**config.mk**
```make
export PLATFORM = sky130hd
export DESIGN_NAME = tec_top
export DESIGN_NICKNAME = d
export VERILOG_FILES = /design/src/shared/tec_pkg.sv /design/src/logic/tec_top.sv
export VERILOG_INCLUDE_DIRS = /design/src /design/src/shared
export SDC_FILE = /design/constraint.sdc
export NUM_CORES = 1
export LEC_CHECK = 0
export BUFFER_PORTS_ARGS = -buffer_cell sky130_fd_sc_hd__buf_2
export CAP_MARGIN = 20
export CORE_MARGIN = 8
export CORE_UTILIZATION = 30
export DETAILED_ROUTE_END_ITERATION = 12
export PLACE_DENSITY = 0.54
export RECOVER_POWER = 100
export SYNTH_ARGS = -nofsm -noshare
export SYNTH_HDL_FRONTEND = slang
export SYNTH_SLANG_ARGS = --single-unit
```
**constraint.sdc**
```tcl
create_clock -name i_clk -period 2.3 [get_ports i_clk]
set_input_delay 0.46 -clock i_clk [delete_from_list [all_inputs] [get_ports i_clk]]
set_output_delay 0.46 -clock i_clk [all_outputs]
set_load 0.03 [all_outputs]
```
**src/shared/tec_params.svh**
```systemverilog
// Constants of the timer/event counter with tone and PWM outputs.
// Assumes a Wishbone classic slave with 32-bit data and byte addresses.
//
// Operation
// - Event mode counts pin; timer and pulse-width count prescaled clock.
// - Count up, reload on overflow, set flag.
// - Pulse-width: start on edge, stop, clear run.
// - Result held until software sets run again.
// - Pulse-width start needs an edge, not level.
// - Pulse-width overflow also reloads and requests interrupt.
// - Counter advances only while run bit set.
// - Event/timer modes: only software clears run.
// - Overflow wakes device from halt.
// - Interrupt enable low suppresses overflow service.
// - Stopped: data write loads preload and counter.
// - Running: data write loads preload only.
// - Counter read blocks the count clock.
// - Control bits 0 to 2 select prescaler.
// - Prescaler divides by two to the field.
// - Mode 01 event, 10 timer, 11 pulse-width.
// - Edge bit 0 rising, 1 falling.
// - Tone pin gated by its data bit.
// - Tone toggles at each overflow.
// - Tone pin as input stays a plain input.
// - PWM counter is the timer prescaler.
// - Duty splits: coarse bits 7-2, fine 1-0.
// - Four modulation cycles of 64 clocks each.
// - Cycle i high coarse+1 if i below fine.
// - PWM pin gated by its data bit when output.
`ifndef TEC_PARAMS_SVH
`define TEC_PARAMS_SVH

// Register word indices; byte address is four times the index.
`define TEC_IDX_INTERRUPT_CONTROL_REG    6'h0B
`define TEC_IDX_CNT     6'h0D
`define TEC_IDX_CTRL    6'h0E
`define TEC_IDX_PWM     6'h1A
`define TEC_IDX_PIN     6'h30

// Control register fields.
`define TEC_CTRL_PSC_LSB 0
`define TEC_CTRL_EDGE    3
`define TEC_CTRL_RUN     4
`define TEC_CTRL_MODE_LSB 6
`define TEC_CTRL_RST     8'h08
`define TEC_CTRL_WMASK   8'hDF

// Interrupt control register fields.
`define TEC_INTERRUPT_CONTROL_REG_ENA     0
`define TEC_INTERRUPT_CONTROL_REG_FLAG    5
`define TEC_INTERRUPT_CONTROL_REG_RST     8'h00

// Pin control register fields and reset value.
`define TEC_PIN_TONE_DAT 0
`define TEC_PIN_TONE_DIR 1
`define TEC_PIN_TONE_SEL 2
`define TEC_PIN_PWM_DAT  4
`define TEC_PIN_PWM_DIR  5
`define TEC_PIN_PWM_SEL  6
`define TEC_PIN_RST      8'h33

// Data register reset values and counter top.
`define TEC_CNT_RST      8'h00
`define TEC_PWM_RST      8'h00
`define TEC_CNT_TOP      8'hFF

`endif

```
**src/shared/tec_pkg.sv**
```systemverilog
// Types shared by the timer/event counter and its bench.
// Assumes the constants header is compiled alongside.
package tec_pkg;

    // Counter operating modes as held in the control register.
    typedef enum logic [1:0]
    {
        TEC_MODE_NONE  = 2'h0,
        TEC_MODE_EVENT = 2'h1,
        TEC_MODE_TIMER = 2'h2,
        TEC_MODE_PULSE = 2'h3
    } tec_mode_e;

    // Wishbone classic request from the master.
    typedef struct packed
    {
        logic        cyc;
        logic        stb;
        logic        we;
        logic [7:0]  adr;
        logic [3:0]  sel;
        logic [31:0] dat;
    } tec_wb_req_s;

    // Wishbone classic answer from the slave.
    typedef struct packed
    {
        logic        ack;
        logic [31:0] dat;
    } tec_wb_rsp_s;

endpackage

```
**src/logic/tec_top.sv**
```systemverilog
// Timer/event counter with tone output and (6+2)-bit PWM channel.
// Assumes one 100 MHz clock, a Wishbone classic master and an event
// input that may be asynchronous to the clock.
//
// Chosen here: the Wishbone slave port.
`timescale 1ns/1ps
`include "tec_params.svh"

module tec_top
(
    // Clock and reset.
    input  wire logic                 i_clk,
    input  wire logic                 i_rst_b,
    // Register bus.
    input  wire tec_pkg::tec_wb_req_s i_wb,
    output      tec_pkg::tec_wb_rsp_s o_wb,
    // External event input pin.
    input  wire logic                 i_event_input_pin,
    // Shared tone pin, output side.
    output      logic                 o_tone_shared_pin,
    output      logic                 o_tone_shared_pin_oe,
    // Shared PWM pin, output side.
    output      logic                 o_pwm_shared_pin,
    output      logic                 o_pwm_shared_pin_oe,
    // Overflow interrupt request and wake-up pulse.
    output      logic                 o_overflow_irq,
    output      logic                 o_wake
);
    import tec_pkg::*;

    // Pulse-width measurement states.
    typedef enum logic
    {
        TEC_PW_WAIT,
        TEC_PW_COUNT
    } tec_pw_e;

    // True when the prescaler has reached the end of a period of
    // two to the given power system clocks.
    function automatic logic tec_psc_tick
    (
        input logic [7:0] psc,
        input logic [2:0] sel
    );
        logic [7:0] mask;
        mask = 8'h00;
        mask = (8'h01 << sel) - 8'h01;
        tec_psc_tick = ((psc & mask) == mask);
    endfunction

    // Registers.
    logic [7:0]  ctrl_q;          // Control register.
    logic [7:0]  interrupt_control_reg_q;          // Interrupt control register.
    logic [7:0]  pin_q;           // Pin control register.
    logic [7:0]  pwm_duty_value_q;// PWM duty register.
    logic [7:0]  preload_q;       // Preload register.
    logic [7:0]  count_q;         // The counter itself.
    logic [7:0]  psc_q;           // Prescaler, also the PWM counter.
    logic        sync1_q;         // First synchroniser stage.
    logic        sync2_q;         // Second synchroniser stage.
    logic        evt_prev_q;      // Previous synchronised level.
    tec_pw_e     pw_q;            // Pulse-width state.
    logic        tone_q;          // Tone toggle.
    logic        ovf_q;           // Registered overflow interrupt.
    logic        wake_q;          // Registered wake pulse.
    logic        tone_pin_q;      // Registered tone pin level.
    logic        tone_oe_q;       // Registered tone pin enable.
    logic        pwm_pin_q;       // Registered PWM pin level.
    logic        pwm_oe_q;        // Registered PWM pin enable.
    tec_wb_rsp_s rsp_q;           // Registered bus answer.

    // Decoded control fields.
    wire [2:0]   prescale_select = ctrl_q[`TEC_CTRL_PSC_LSB +: 3];
    wire         active_edge_bit = ctrl_q[`TEC_CTRL_EDGE];
    wire         count_run_bit   = ctrl_q[`TEC_CTRL_RUN];
    wire         mode_select_low = ctrl_q[`TEC_CTRL_MODE_LSB];
    wire         mode_select_high = ctrl_q[`TEC_CTRL_MODE_LSB + 1];
    wire         overflow_irq_enable = interrupt_control_reg_q[`TEC_INTERRUPT_CONTROL_REG_ENA];
    wire         overflow_request_flag = interrupt_control_reg_q[`TEC_INTERRUPT_CONTROL_REG_FLAG];
    tec_mode_e   mode;

    // Mode field decode; 00 leaves the counter idle.
    assign mode = tec_mode_e'({mode_select_high, mode_select_low});

    // Bus decode.  A request is served once; ack drops the next cycle.
    wire         bus_req   = i_wb.cyc & i_wb.stb & ~rsp_q.ack;
    wire         bus_wr    = bus_req & i_wb.we & i_wb.sel[0];
    wire [5:0]   bus_idx   = i_wb.adr[7:2];
    wire         hit_cnt   = (bus_idx == `TEC_IDX_CNT);
    wire         hit_ctrl  = (bus_idx == `TEC_IDX_CTRL);
    wire         hit_interrupt_control_reg  = (bus_idx == `TEC_IDX_INTERRUPT_CONTROL_REG);
    wire         hit_pwm   = (bus_idx == `TEC_IDX_PWM);
    wire         hit_pin   = (bus_idx == `TEC_IDX_PIN);
    wire         wr_cnt    = bus_wr & hit_cnt;
    wire         wr_ctrl   = bus_wr & hit_ctrl;
    wire         wr_interrupt_control_reg   = bus_wr & hit_interrupt_control_reg;
    wire         wr_pwm    = bus_wr & hit_pwm;
    wire         wr_pin    = bus_wr & hit_pin;
    wire [7:0]   wr_byte   = i_wb.dat[7:0];

    // A counter read in progress holds the count still so the value
    // returned is stable; a tick lost here is a known counting error.
    wire         rd_block  = i_wb.cyc & i_wb.stb & ~i_wb.we & hit_cnt;

    // Read data mux; unmapped addresses answer zero.
    wire [7:0]   rd_byte   =
        hit_cnt  ? count_q :
        hit_ctrl ? (ctrl_q & `TEC_CTRL_WMASK) :
        hit_interrupt_control_reg ? interrupt_control_reg_q :
        hit_pwm  ? pwm_duty_value_q :
        hit_pin  ? pin_q : 8'h00;

    // Edge detection on the synchronised input only.
    wire         rise      = sync2_q & ~evt_prev_q;
    wire         fall      = ~sync2_q & evt_prev_q;
    wire         act_edge  = active_edge_bit ? fall : rise;
    wire         ret_edge  = active_edge_bit ? rise : fall;

    // Internal count clock from the prescaler.
    wire         internal_count_clock =
        tec_psc_tick(psc_q, prescale_select);

    // Pulse-width: counting only between the start and return edges.
    wire         pw_active = (pw_q == TEC_PW_COUNT);
    wire         pw_end    = pw_active & ret_edge;

    // Count enable per mode, gated by run bit and read blocking.
    wire         cnt_src   =
        (mode == TEC_MODE_EVENT) ? act_edge :
        (mode == TEC_MODE_TIMER) ? internal_count_clock :
        (mode == TEC_MODE_PULSE) ? (internal_count_clock & pw_active) :
        1'b0;
    wire         cnt_en    = count_run_bit & cnt_src & ~rd_block;
    wire         overflow  = cnt_en & (count_q == `TEC_CNT_TOP);

    // PWM fields and waveform from the shared prescaler.
    wire [5:0]   duty_coarse = pwm_duty_value_q[7:2];
    wire [1:0]   duty_fine   = pwm_duty_value_q[1:0];
    wire [1:0]   mod_index   = psc_q[7:6];
    wire [5:0]   mod_pos     = psc_q[5:0];
    wire [6:0]   high_len    =
        {1'b0, duty_coarse} + {6'h00, (mod_index < duty_fine)};
    wire         pwm_wave    = ({1'b0, mod_pos} < high_len);

    // Pin drive decisions.
    wire         tone_drive  = pin_q[`TEC_PIN_TONE_SEL] &
                               ~pin_q[`TEC_PIN_TONE_DIR];
    wire         pwm_drive   = pin_q[`TEC_PIN_PWM_SEL] &
                               ~pin_q[`TEC_PIN_PWM_DIR];

    // Bus answer: one-cycle ack, read data latched with it.
    always_ff @(posedge i_clk or negedge i_rst_b)
    begin
        if (!i_rst_b)
        begin
            rsp_q <= '0;
        end
        else
        begin
            rsp_q.ack <= bus_req;
            rsp_q.dat <= bus_req ? {24'h000000, rd_byte} : 32'h00000000;
        end
    end

    // Software-owned registers.
    always_ff @(posedge i_clk or negedge i_rst_b)
    begin
        if (!i_rst_b)
        begin
            pin_q            <= `TEC_PIN_RST;
            pwm_duty_value_q <= `TEC_PWM_RST;
        end
        else
        begin
            if (wr_pin)
            begin
                pin_q <= wr_byte;
            end
            if (wr_pwm)
            begin
                pwm_duty_value_q <= wr_byte;
            end
        end
    end

    // Control register.  Only the pulse-width end clears run in
    // hardware; a software write in the same cycle takes priority.
    always_ff @(posedge i_clk or negedge i_rst_b)
    begin
        if (!i_rst_b)
        begin
            ctrl_q <= `TEC_CTRL_RST;
        end
        else if (wr_ctrl)
        begin
            ctrl_q <= wr_byte & `TEC_CTRL_WMASK;
        end
        else if (pw_end && count_run_bit)
        begin
            ctrl_q[`TEC_CTRL_RUN] <= 1'b0;
        end
    end

    // Interrupt control.  A new overflow wins over a clear by software.
    always_ff @(posedge i_clk or negedge i_rst_b)
    begin
        if (!i_rst_b)
        begin
            interrupt_control_reg_q <= `TEC_INTERRUPT_CONTROL_REG_RST;
        end
        else
        begin
            if (wr_interrupt_control_reg)
            begin
                interrupt_control_reg_q <= wr_byte;
            end
            if (overflow)
            begin
                interrupt_control_reg_q[`TEC_INTERRUPT_CONTROL_REG_FLAG] <= 1'b1;
            end
        end
    end

    // Preload and counter.
    always_ff @(posedge i_clk or negedge i_rst_b)
    begin
        if (!i_rst_b)
        begin
            preload_q <= `TEC_CNT_RST;
            count_q   <= `TEC_CNT_RST;
        end
        else
        begin
            if (wr_cnt)
            begin
                preload_q <= wr_byte;
            end
            if (wr_cnt && !count_run_bit)
            begin
                count_q <= wr_byte;
            end
            else if (overflow)
            begin
                count_q <= preload_q;
            end
            else if (cnt_en)
            begin
                count_q <= count_q + 8'h01;
            end
        end
    end

    // Free-running prescaler; it is the PWM counter too.
    always_ff @(posedge i_clk or negedge i_rst_b)
    begin
        if (!i_rst_b)
        begin
            psc_q <= 8'h00;
        end
        else
        begin
            psc_q <= psc_q + 8'h01;
        end
    end

    // Two-stage synchroniser, then the edge history flop.
    always_ff @(posedge i_clk or negedge i_rst_b)
    begin
        if (!i_rst_b)
        begin
            sync1_q    <= 1'b0;
            sync2_q    <= 1'b0;
            evt_prev_q <= 1'b0;
        end
        else
        begin
            sync1_q    <= i_event_input_pin;
            sync2_q    <= sync1_q;
            evt_prev_q <= sync2_q;
        end
    end

    // Pulse-width state: armed by the run bit, started by an edge.
    always_ff @(posedge i_clk or negedge i_rst_b)
    begin
        if (!i_rst_b)
        begin
            pw_q <= TEC_PW_WAIT;
        end
        else
        begin
            case (pw_q)
                TEC_PW_WAIT:
                begin
                    // A level alone never starts a measurement.
                    if (count_run_bit && mode == TEC_MODE_PULSE && act_edge)
                    begin
                        pw_q <= TEC_PW_COUNT;
                    end
                end
                TEC_PW_COUNT:
                begin
                    // Ends on return edge or when software stops it;
                    // with run clear, later edges are ignored.
                    if (pw_end || !count_run_bit ||
                        mode != TEC_MODE_PULSE)
                    begin
                        pw_q <= TEC_PW_WAIT;
                    end
                end
                default:
                begin
                    pw_q <= TEC_PW_WAIT;
                end
            endcase
        end
    end

    // Tone toggle at each overflow, giving half the overflow rate.
    always_ff @(posedge i_clk or negedge i_rst_b)
    begin
        if (!i_rst_b)
        begin
            tone_q <= 1'b0;
        end
        else if (overflow)
        begin
            tone_q <= ~tone_q;
        end
    end

    // Registered outputs, so every pin and request comes from a flop.
    always_ff @(posedge i_clk or negedge i_rst_b)
    begin
        if (!i_rst_b)
        begin
            ovf_q      <= 1'b0;
            wake_q     <= 1'b0;
            tone_pin_q <= 1'b0;
            tone_oe_q  <= 1'b0;
            pwm_pin_q  <= 1'b0;
            pwm_oe_q   <= 1'b0;
        end
        else
        begin
            ovf_q      <= overflow_request_flag & overflow_irq_enable;
            wake_q     <= overflow;
            tone_oe_q  <= tone_drive;
            tone_pin_q <= tone_drive & pin_q[`TEC_PIN_TONE_DAT] &
                          tone_q;
            pwm_oe_q   <= pwm_drive;
            pwm_pin_q  <= pwm_drive & pin_q[`TEC_PIN_PWM_DAT] &
                          pwm_wave;
        end
    end

    // Output assignments.
    assign o_wb                 = rsp_q;
    assign o_overflow_irq       = ovf_q;
    assign o_wake               = wake_q;
    assign o_tone_shared_pin    = tone_pin_q;
    assign o_tone_shared_pin_oe = tone_oe_q;
    assign o_pwm_shared_pin     = pwm_pin_q;
    assign o_pwm_shared_pin_oe  = pwm_oe_q;

endmodule

```
# Yosys cells after proc, flatten, opt, wreduce, memory -nomap -nowiden
# Index checks and enable logic that the tools add are counted.
# W data, S select, Z words.
# classes
reduce_logical	10
n_addsub	4
eq_ne	11
muxes	21
shift	1
bitwise	35
order_cmp	2
# op_table
operator	count
$mux W8	9
$and A1 B1 Y1	25
$eq A6 B4 Y1 const B	3
$add A8 B1 Y8 const B	2
$mux W1	10
$not A1 Y1	9
$and A8 B8 Y8	1
$eq A8 B8 Y1	1
$eq A8 B8 Y1 const B	1
$shl A1 B3 Y8 const A	1
$sub A8 B1 Y8 const B	1
$add A6 B1 Y7	1
$lt A6 B7 Y1	1
$eq A6 B5 Y1 const B	1
$eq A6 B6 Y1 const B	1
$mux W6	1
$eq A2 B2 Y1 const B	2
$logic_and A1 B1 Y1	4
$reduce_bool A2 Y1	2
$reduce_bool A3 Y1	1
$eq A2 B1 Y1 const B	1
$logic_or A1 B1 Y1	2
$lt A2 B2 Y1	1
$ne A2 B2 Y1 const B	1
other kinds (2)	2
# totals
in_bits	50
word_cells	106
register_bits	75
out_inout_bits	39

# Longest topological paths before layout
# depth
word_depth	13
mapped_depth	11
mapped_depth_nobuf	11

# Worst setup path before layout
# No wires, ideal clock.
# synth_path
kind	register to register
start	register psc_q[7]
end	register pwm_pin_q (netlist: o_pwm_shared_pin)
t_required_ns	2.234
stages_incl_launch_ff	11
slack_ns	0.126
path_buffers	0
t_arrival_ns	2.108
setup_ns	0.066
period_less_slack_ns	2.174
cell_sequence	dfrtp_1 -> ha_1 -> a21oi_1 -> ha_1 -> ha_1 -> inv_1 -> ha_1 -> a21o_1 -> a21o_1 -> a211oi_1 -> o31a_1
# synth_via
elab_chain_cells	4
# synth_rtl
item	line_no	text
start, declared	tec_top.sv:58	logic [7:0] psc_q;
start signal, assigned	tec_top.sv:262	psc_q <= psc_q + 8'h01;
$lt A2 B2 Y1	tec_top.sv:142	{1'b0, duty_coarse} + {6'h00, (mod_index < duty_fine)};
$add A6 B1 Y7	tec_top.sv:142	
$lt A6 B7 Y1	tec_top.sv:143	wire pwm_wave = ({1'b0, mod_pos} < high_len);
$and A1 B1 Y1	tec_top.sv:352	pwm_pin_q <= pwm_drive & pin_q[`TEC_PIN_PWM_DAT] &
end signal, assigned	tec_top.sv:352	
end, declared	tec_top.sv:68	logic pwm_pin_q;
# No other way between the ends.
# A chain may end at the register's enable or synchronous reset.

# Final worst setup path
# Ends and elaborated chain as after synthesis.

==> qor.log <==
INFO  synth          ys_async_sr_fraction=100%
INFO  placement      numPortBuffers=35
INFO  clock_network  clock_insertion_delay_worst_skew=0.34ns
INFO  timing         fmaxAchievable=457MHz
INFO  worst_setup_path arrival=2.46ns
INFO  layout         multiInputGateArea=0.00173mm^2
INFO  worst_setup_path worstPathRequired=2.57ns
INFO  placement      place_congestion=0.800
INFO  grt            vias_in_the_first_global_route=2763
INFO  timing         report.final.hold_viol_count=0
INFO  grt            groute.layer.met1.usage=15.7%
INFO  grt            antenna_found_initial=0
INFO  synth          synthesis.instances=327
INFO  drt            drt-initial-drc-count=205
INFO  worst_setup_path worst_setup_path_end_kind=flip-flop
INFO  timing         totalNegativeSetupSlack=0ns
INFO  clock_network  clock_tree_from_tritoncts=yes
INFO  floorplan      fp.dieArea=0.0165mm^2
INFO  synth          synth.yosys.warnings=0
INFO  floorplan      die_w=129um
INFO  drt            route.final.wire_length=9.20mm
INFO  layout         sequential_cell_area=0.00188mm^2
INFO  timing         finalWorstPathRequiredPeriod=2.19ns
INFO  floorplan      die-height=129um
INFO  clock_network  cts_htree_levels=3
INFO  timing         drv_slew=0
INFO  synth          share_of_synthesized_area_occupied_by_flip_flops_and_latches=49.6%
INFO  layout         drive_above_1_share=23.3%
INFO  min_path       holdCritStartpoint=i_event_input_pin
INFO  drt            drt_pre_antenna_iters=4
INFO  timing         rsz_0062_raised_after_global_routing=no
INFO  synth          synth_top_cell_by_area=dfrtp_1
INFO  grt            largest_net_degree_at_the_start_of_global_routing=47
INFO  min_path       min_delay_worst_type=primary input to flip-flop
INFO  clock_network  tritoncts.num_buffers=9
INFO  synth          syn_avg_cell_area=11.6um^2
INFO  synth          yosys.area.top_type_share=46.1%
INFO  synth          netlist_area=0.00380mm^2
INFO  layout         total_of_fill_cells_in_the_finished_design=1275
INFO  power          vdd.ir_drop.worst=0.326mV
INFO  grt            grt.overflow.total=0
INFO  clock_network  ctsHoldBuffers=0
INFO  synth          synth-edff-count=0
INFO  worst_setup_path r2r-start=psc_q[7]
INFO  layout         syn_to_final_growth=17.0%
INFO  grt            grtUsageMet2=17.5%
INFO  power          pwr_density_cell=706mW/mm^2
INFO  timing         report.final.setup_viol=0
INFO  power          power.leakage=2.01nW
INFO  worst_setup_path path_max_fanout=2
INFO  drt            drt-wirelength-per-cell=16.3um
INFO  drt            post-route-drc-count=0
INFO  floorplan      placement_rows=41
INFO  synth          ys_ff_latch=75
INFO  floorplan      start_util=30.5%
INFO  grt            global_route.usage.met3=3.27%
INFO  layout         ant_diodes=0
INFO  worst_setup_path worstSetupPathType=flip-flop to flip-flop
INFO  grt            global_route_layer_with_the_greatest_usage=met2
INFO  worst_setup_path critPathLaunchType=flip-flop
INFO  timing         whs=0.229ns
INFO  job            cap_violations=0
INFO  synth          synth.top_cells.by_area=dfrtp_1 46%, mux2_2 10%, buf_4 4.9%, dfstp_2 3.5%, ha_1 3.3%
INFO  grt            grtUsageTotal=11.7%
INFO  clock_network  cts-root-to-sink-buffers=2
INFO  drt            final_antenna_net_count=0
INFO  outcome        status=finished clean
INFO  worst_setup_path startpoint=psc_q[7]
INFO  timing         layout_worst_path_cycle_share=95.1%
INFO  clock_network  clkSlewWorstSetupHoldPaths=0.06ns
INFO  layout         finalNetCount=446
INFO  timing         timing.clock.skew=0.00722ns
INFO  drt            num_vias=2713
INFO  timing         timing.slew.headroom=23.4%
INFO  placement      place.detailed.hpwl=6.71mm
INFO  drt            drt-vias-per-instance=4.82
INFO  floorplan      core-area=0.0125mm^2
INFO  synth          synthFlopType=dfrtp_1
INFO  clock_network  root_buffer=clkbuf_16
INFO  floorplan      ioPinCount=89
INFO  timing         worst_pin_slew=1.15ns
INFO  grt            global_route_wire_length_before_repair=15.0mm
INFO  synth          netlist_cell_types=51
INFO  clock_network  tritoncts_num_sinks=75
Yosys cell counts (all sizes together), types with 3 or more instances:
library cell	n
and4	3
xnor2	6
buf	30
and3	4
a222oi	7
ha	10
mux2i	4
o21ai	9
a22oi	9
mux2	35
dfstp	5
nor2b	6
a221o	7
nand2	25
dfrtp	70
nor3	3
nand2b	5
nor2	10
nand3	9
nand4	3
a21oi	11
xor2	9
and2	9
inv	14
repair_timing:
item / CTS / global route
setup endpoints to repair: 1 / 1
pin swaps: 3 / 4
buffers inserted: 1 / 1
gates resized for setup: 4 / 3
where the power goes:
| part | switching [mW] | internal (mW) |
|---|---|---|
| sequential | 0.0667 | 1.37 |
| clock | 0.621 | 0.761 |
| combinational | 0.194 | 0.116 |
worst paths after layout:
path                       slack, ns  cells past startpoint          endpoint
setup / recovery                0.11                     10  o_pwm_shared_pin
hold / removal                  0.23                      1           sync1_q
setup reg to reg                0.11                     10  o_pwm_shared_pin
hold reg to reg                 0.35                      0           sync2_q
max in group asynchronous       0.62                      2        count_q[5]
min in group asynchronous       0.34                      1           o_wb[4]
per-layer routing:
metal | vias up | share of wire [%]
met5 | - | 0
met2 | 84 | 45
met3 | 10 | 7.4
met1 | 1351 | 46
met4 | 0 | 1.5
li1 | 1268 | -
cell type report:
class	instances	area share, %
flip-flops and latches	75	42.4
multi-input cells	231	38.9
repair buffers	55	6.11
clock buffers	9	5.07
well taps	172	4.85
clock inverters	7	1.46
inverters	14	1.18
logic make-up after synthesis:
group           share of synthesized area [%]
other cells                            0.0988
compound gates                           11.5
flops                                    49.6
fa+ha+maj                                3.29
xor+xnor                                 3.46
buf+inv                                  6.95
mux                                      11.4
simple gates                             13.6
per-stage QoR:
step / util, % / worst slack, ns / cell area [um^2] / instances / power (mW)
6_report: 35.6 / 0.113 / 4440 / 563 / 3.13
5_1_grt: 35.6 / 0.00275 / 4440 / 563 / 3.27
4_1_cts: 36.4 / 0.0194 / 4540 / 562 / 3.18
3_5_place_dp: 33.8 / -0.0772 / 4220 / 545 / 1.78
3_3_place_gp: 33.8 / -0.0785 / 4220 / 545 / 1.78
2_1_floorplan: - / 0.126 / 3880 / 350 / 1.69
cell usage in the layout, fill, tap and decap left out, types with 10 or more instances in the layout:
cell type  Yosys  routed
mux2_2        34      34
nor2_1        10      10
a21oi_1       11      10
inv_1         13      12
nand2_1       25      25
conb_1         1      24
buf_2          4      16
dfrtp_1       70      70
clkbuf_1       0      25
buf_4         25      11
sequential cells by signal (all words and copies together) (netlist names), 7 cells and up:
signal and cells:
pwm_duty_value_q 8, o_wb 9, preload_q 8, pin_q 8, interrupt_control_reg_q 8, psc_q 8, ctrl_q 7, count_q 8
critical path, stage by stage (launching register included):
cell	delay, ns
dfrtp_1	0.41
ha_4	0.29
a21oi_4	0.05
ha_4	0.16
ha_1	0.26
inv_1	0.04
ha_1	0.26
a21o_1	0.15
a21o_1	0.18
a211oi_2	0.17
o31a_1	0.17
Power figures use the tool's default switching activity.
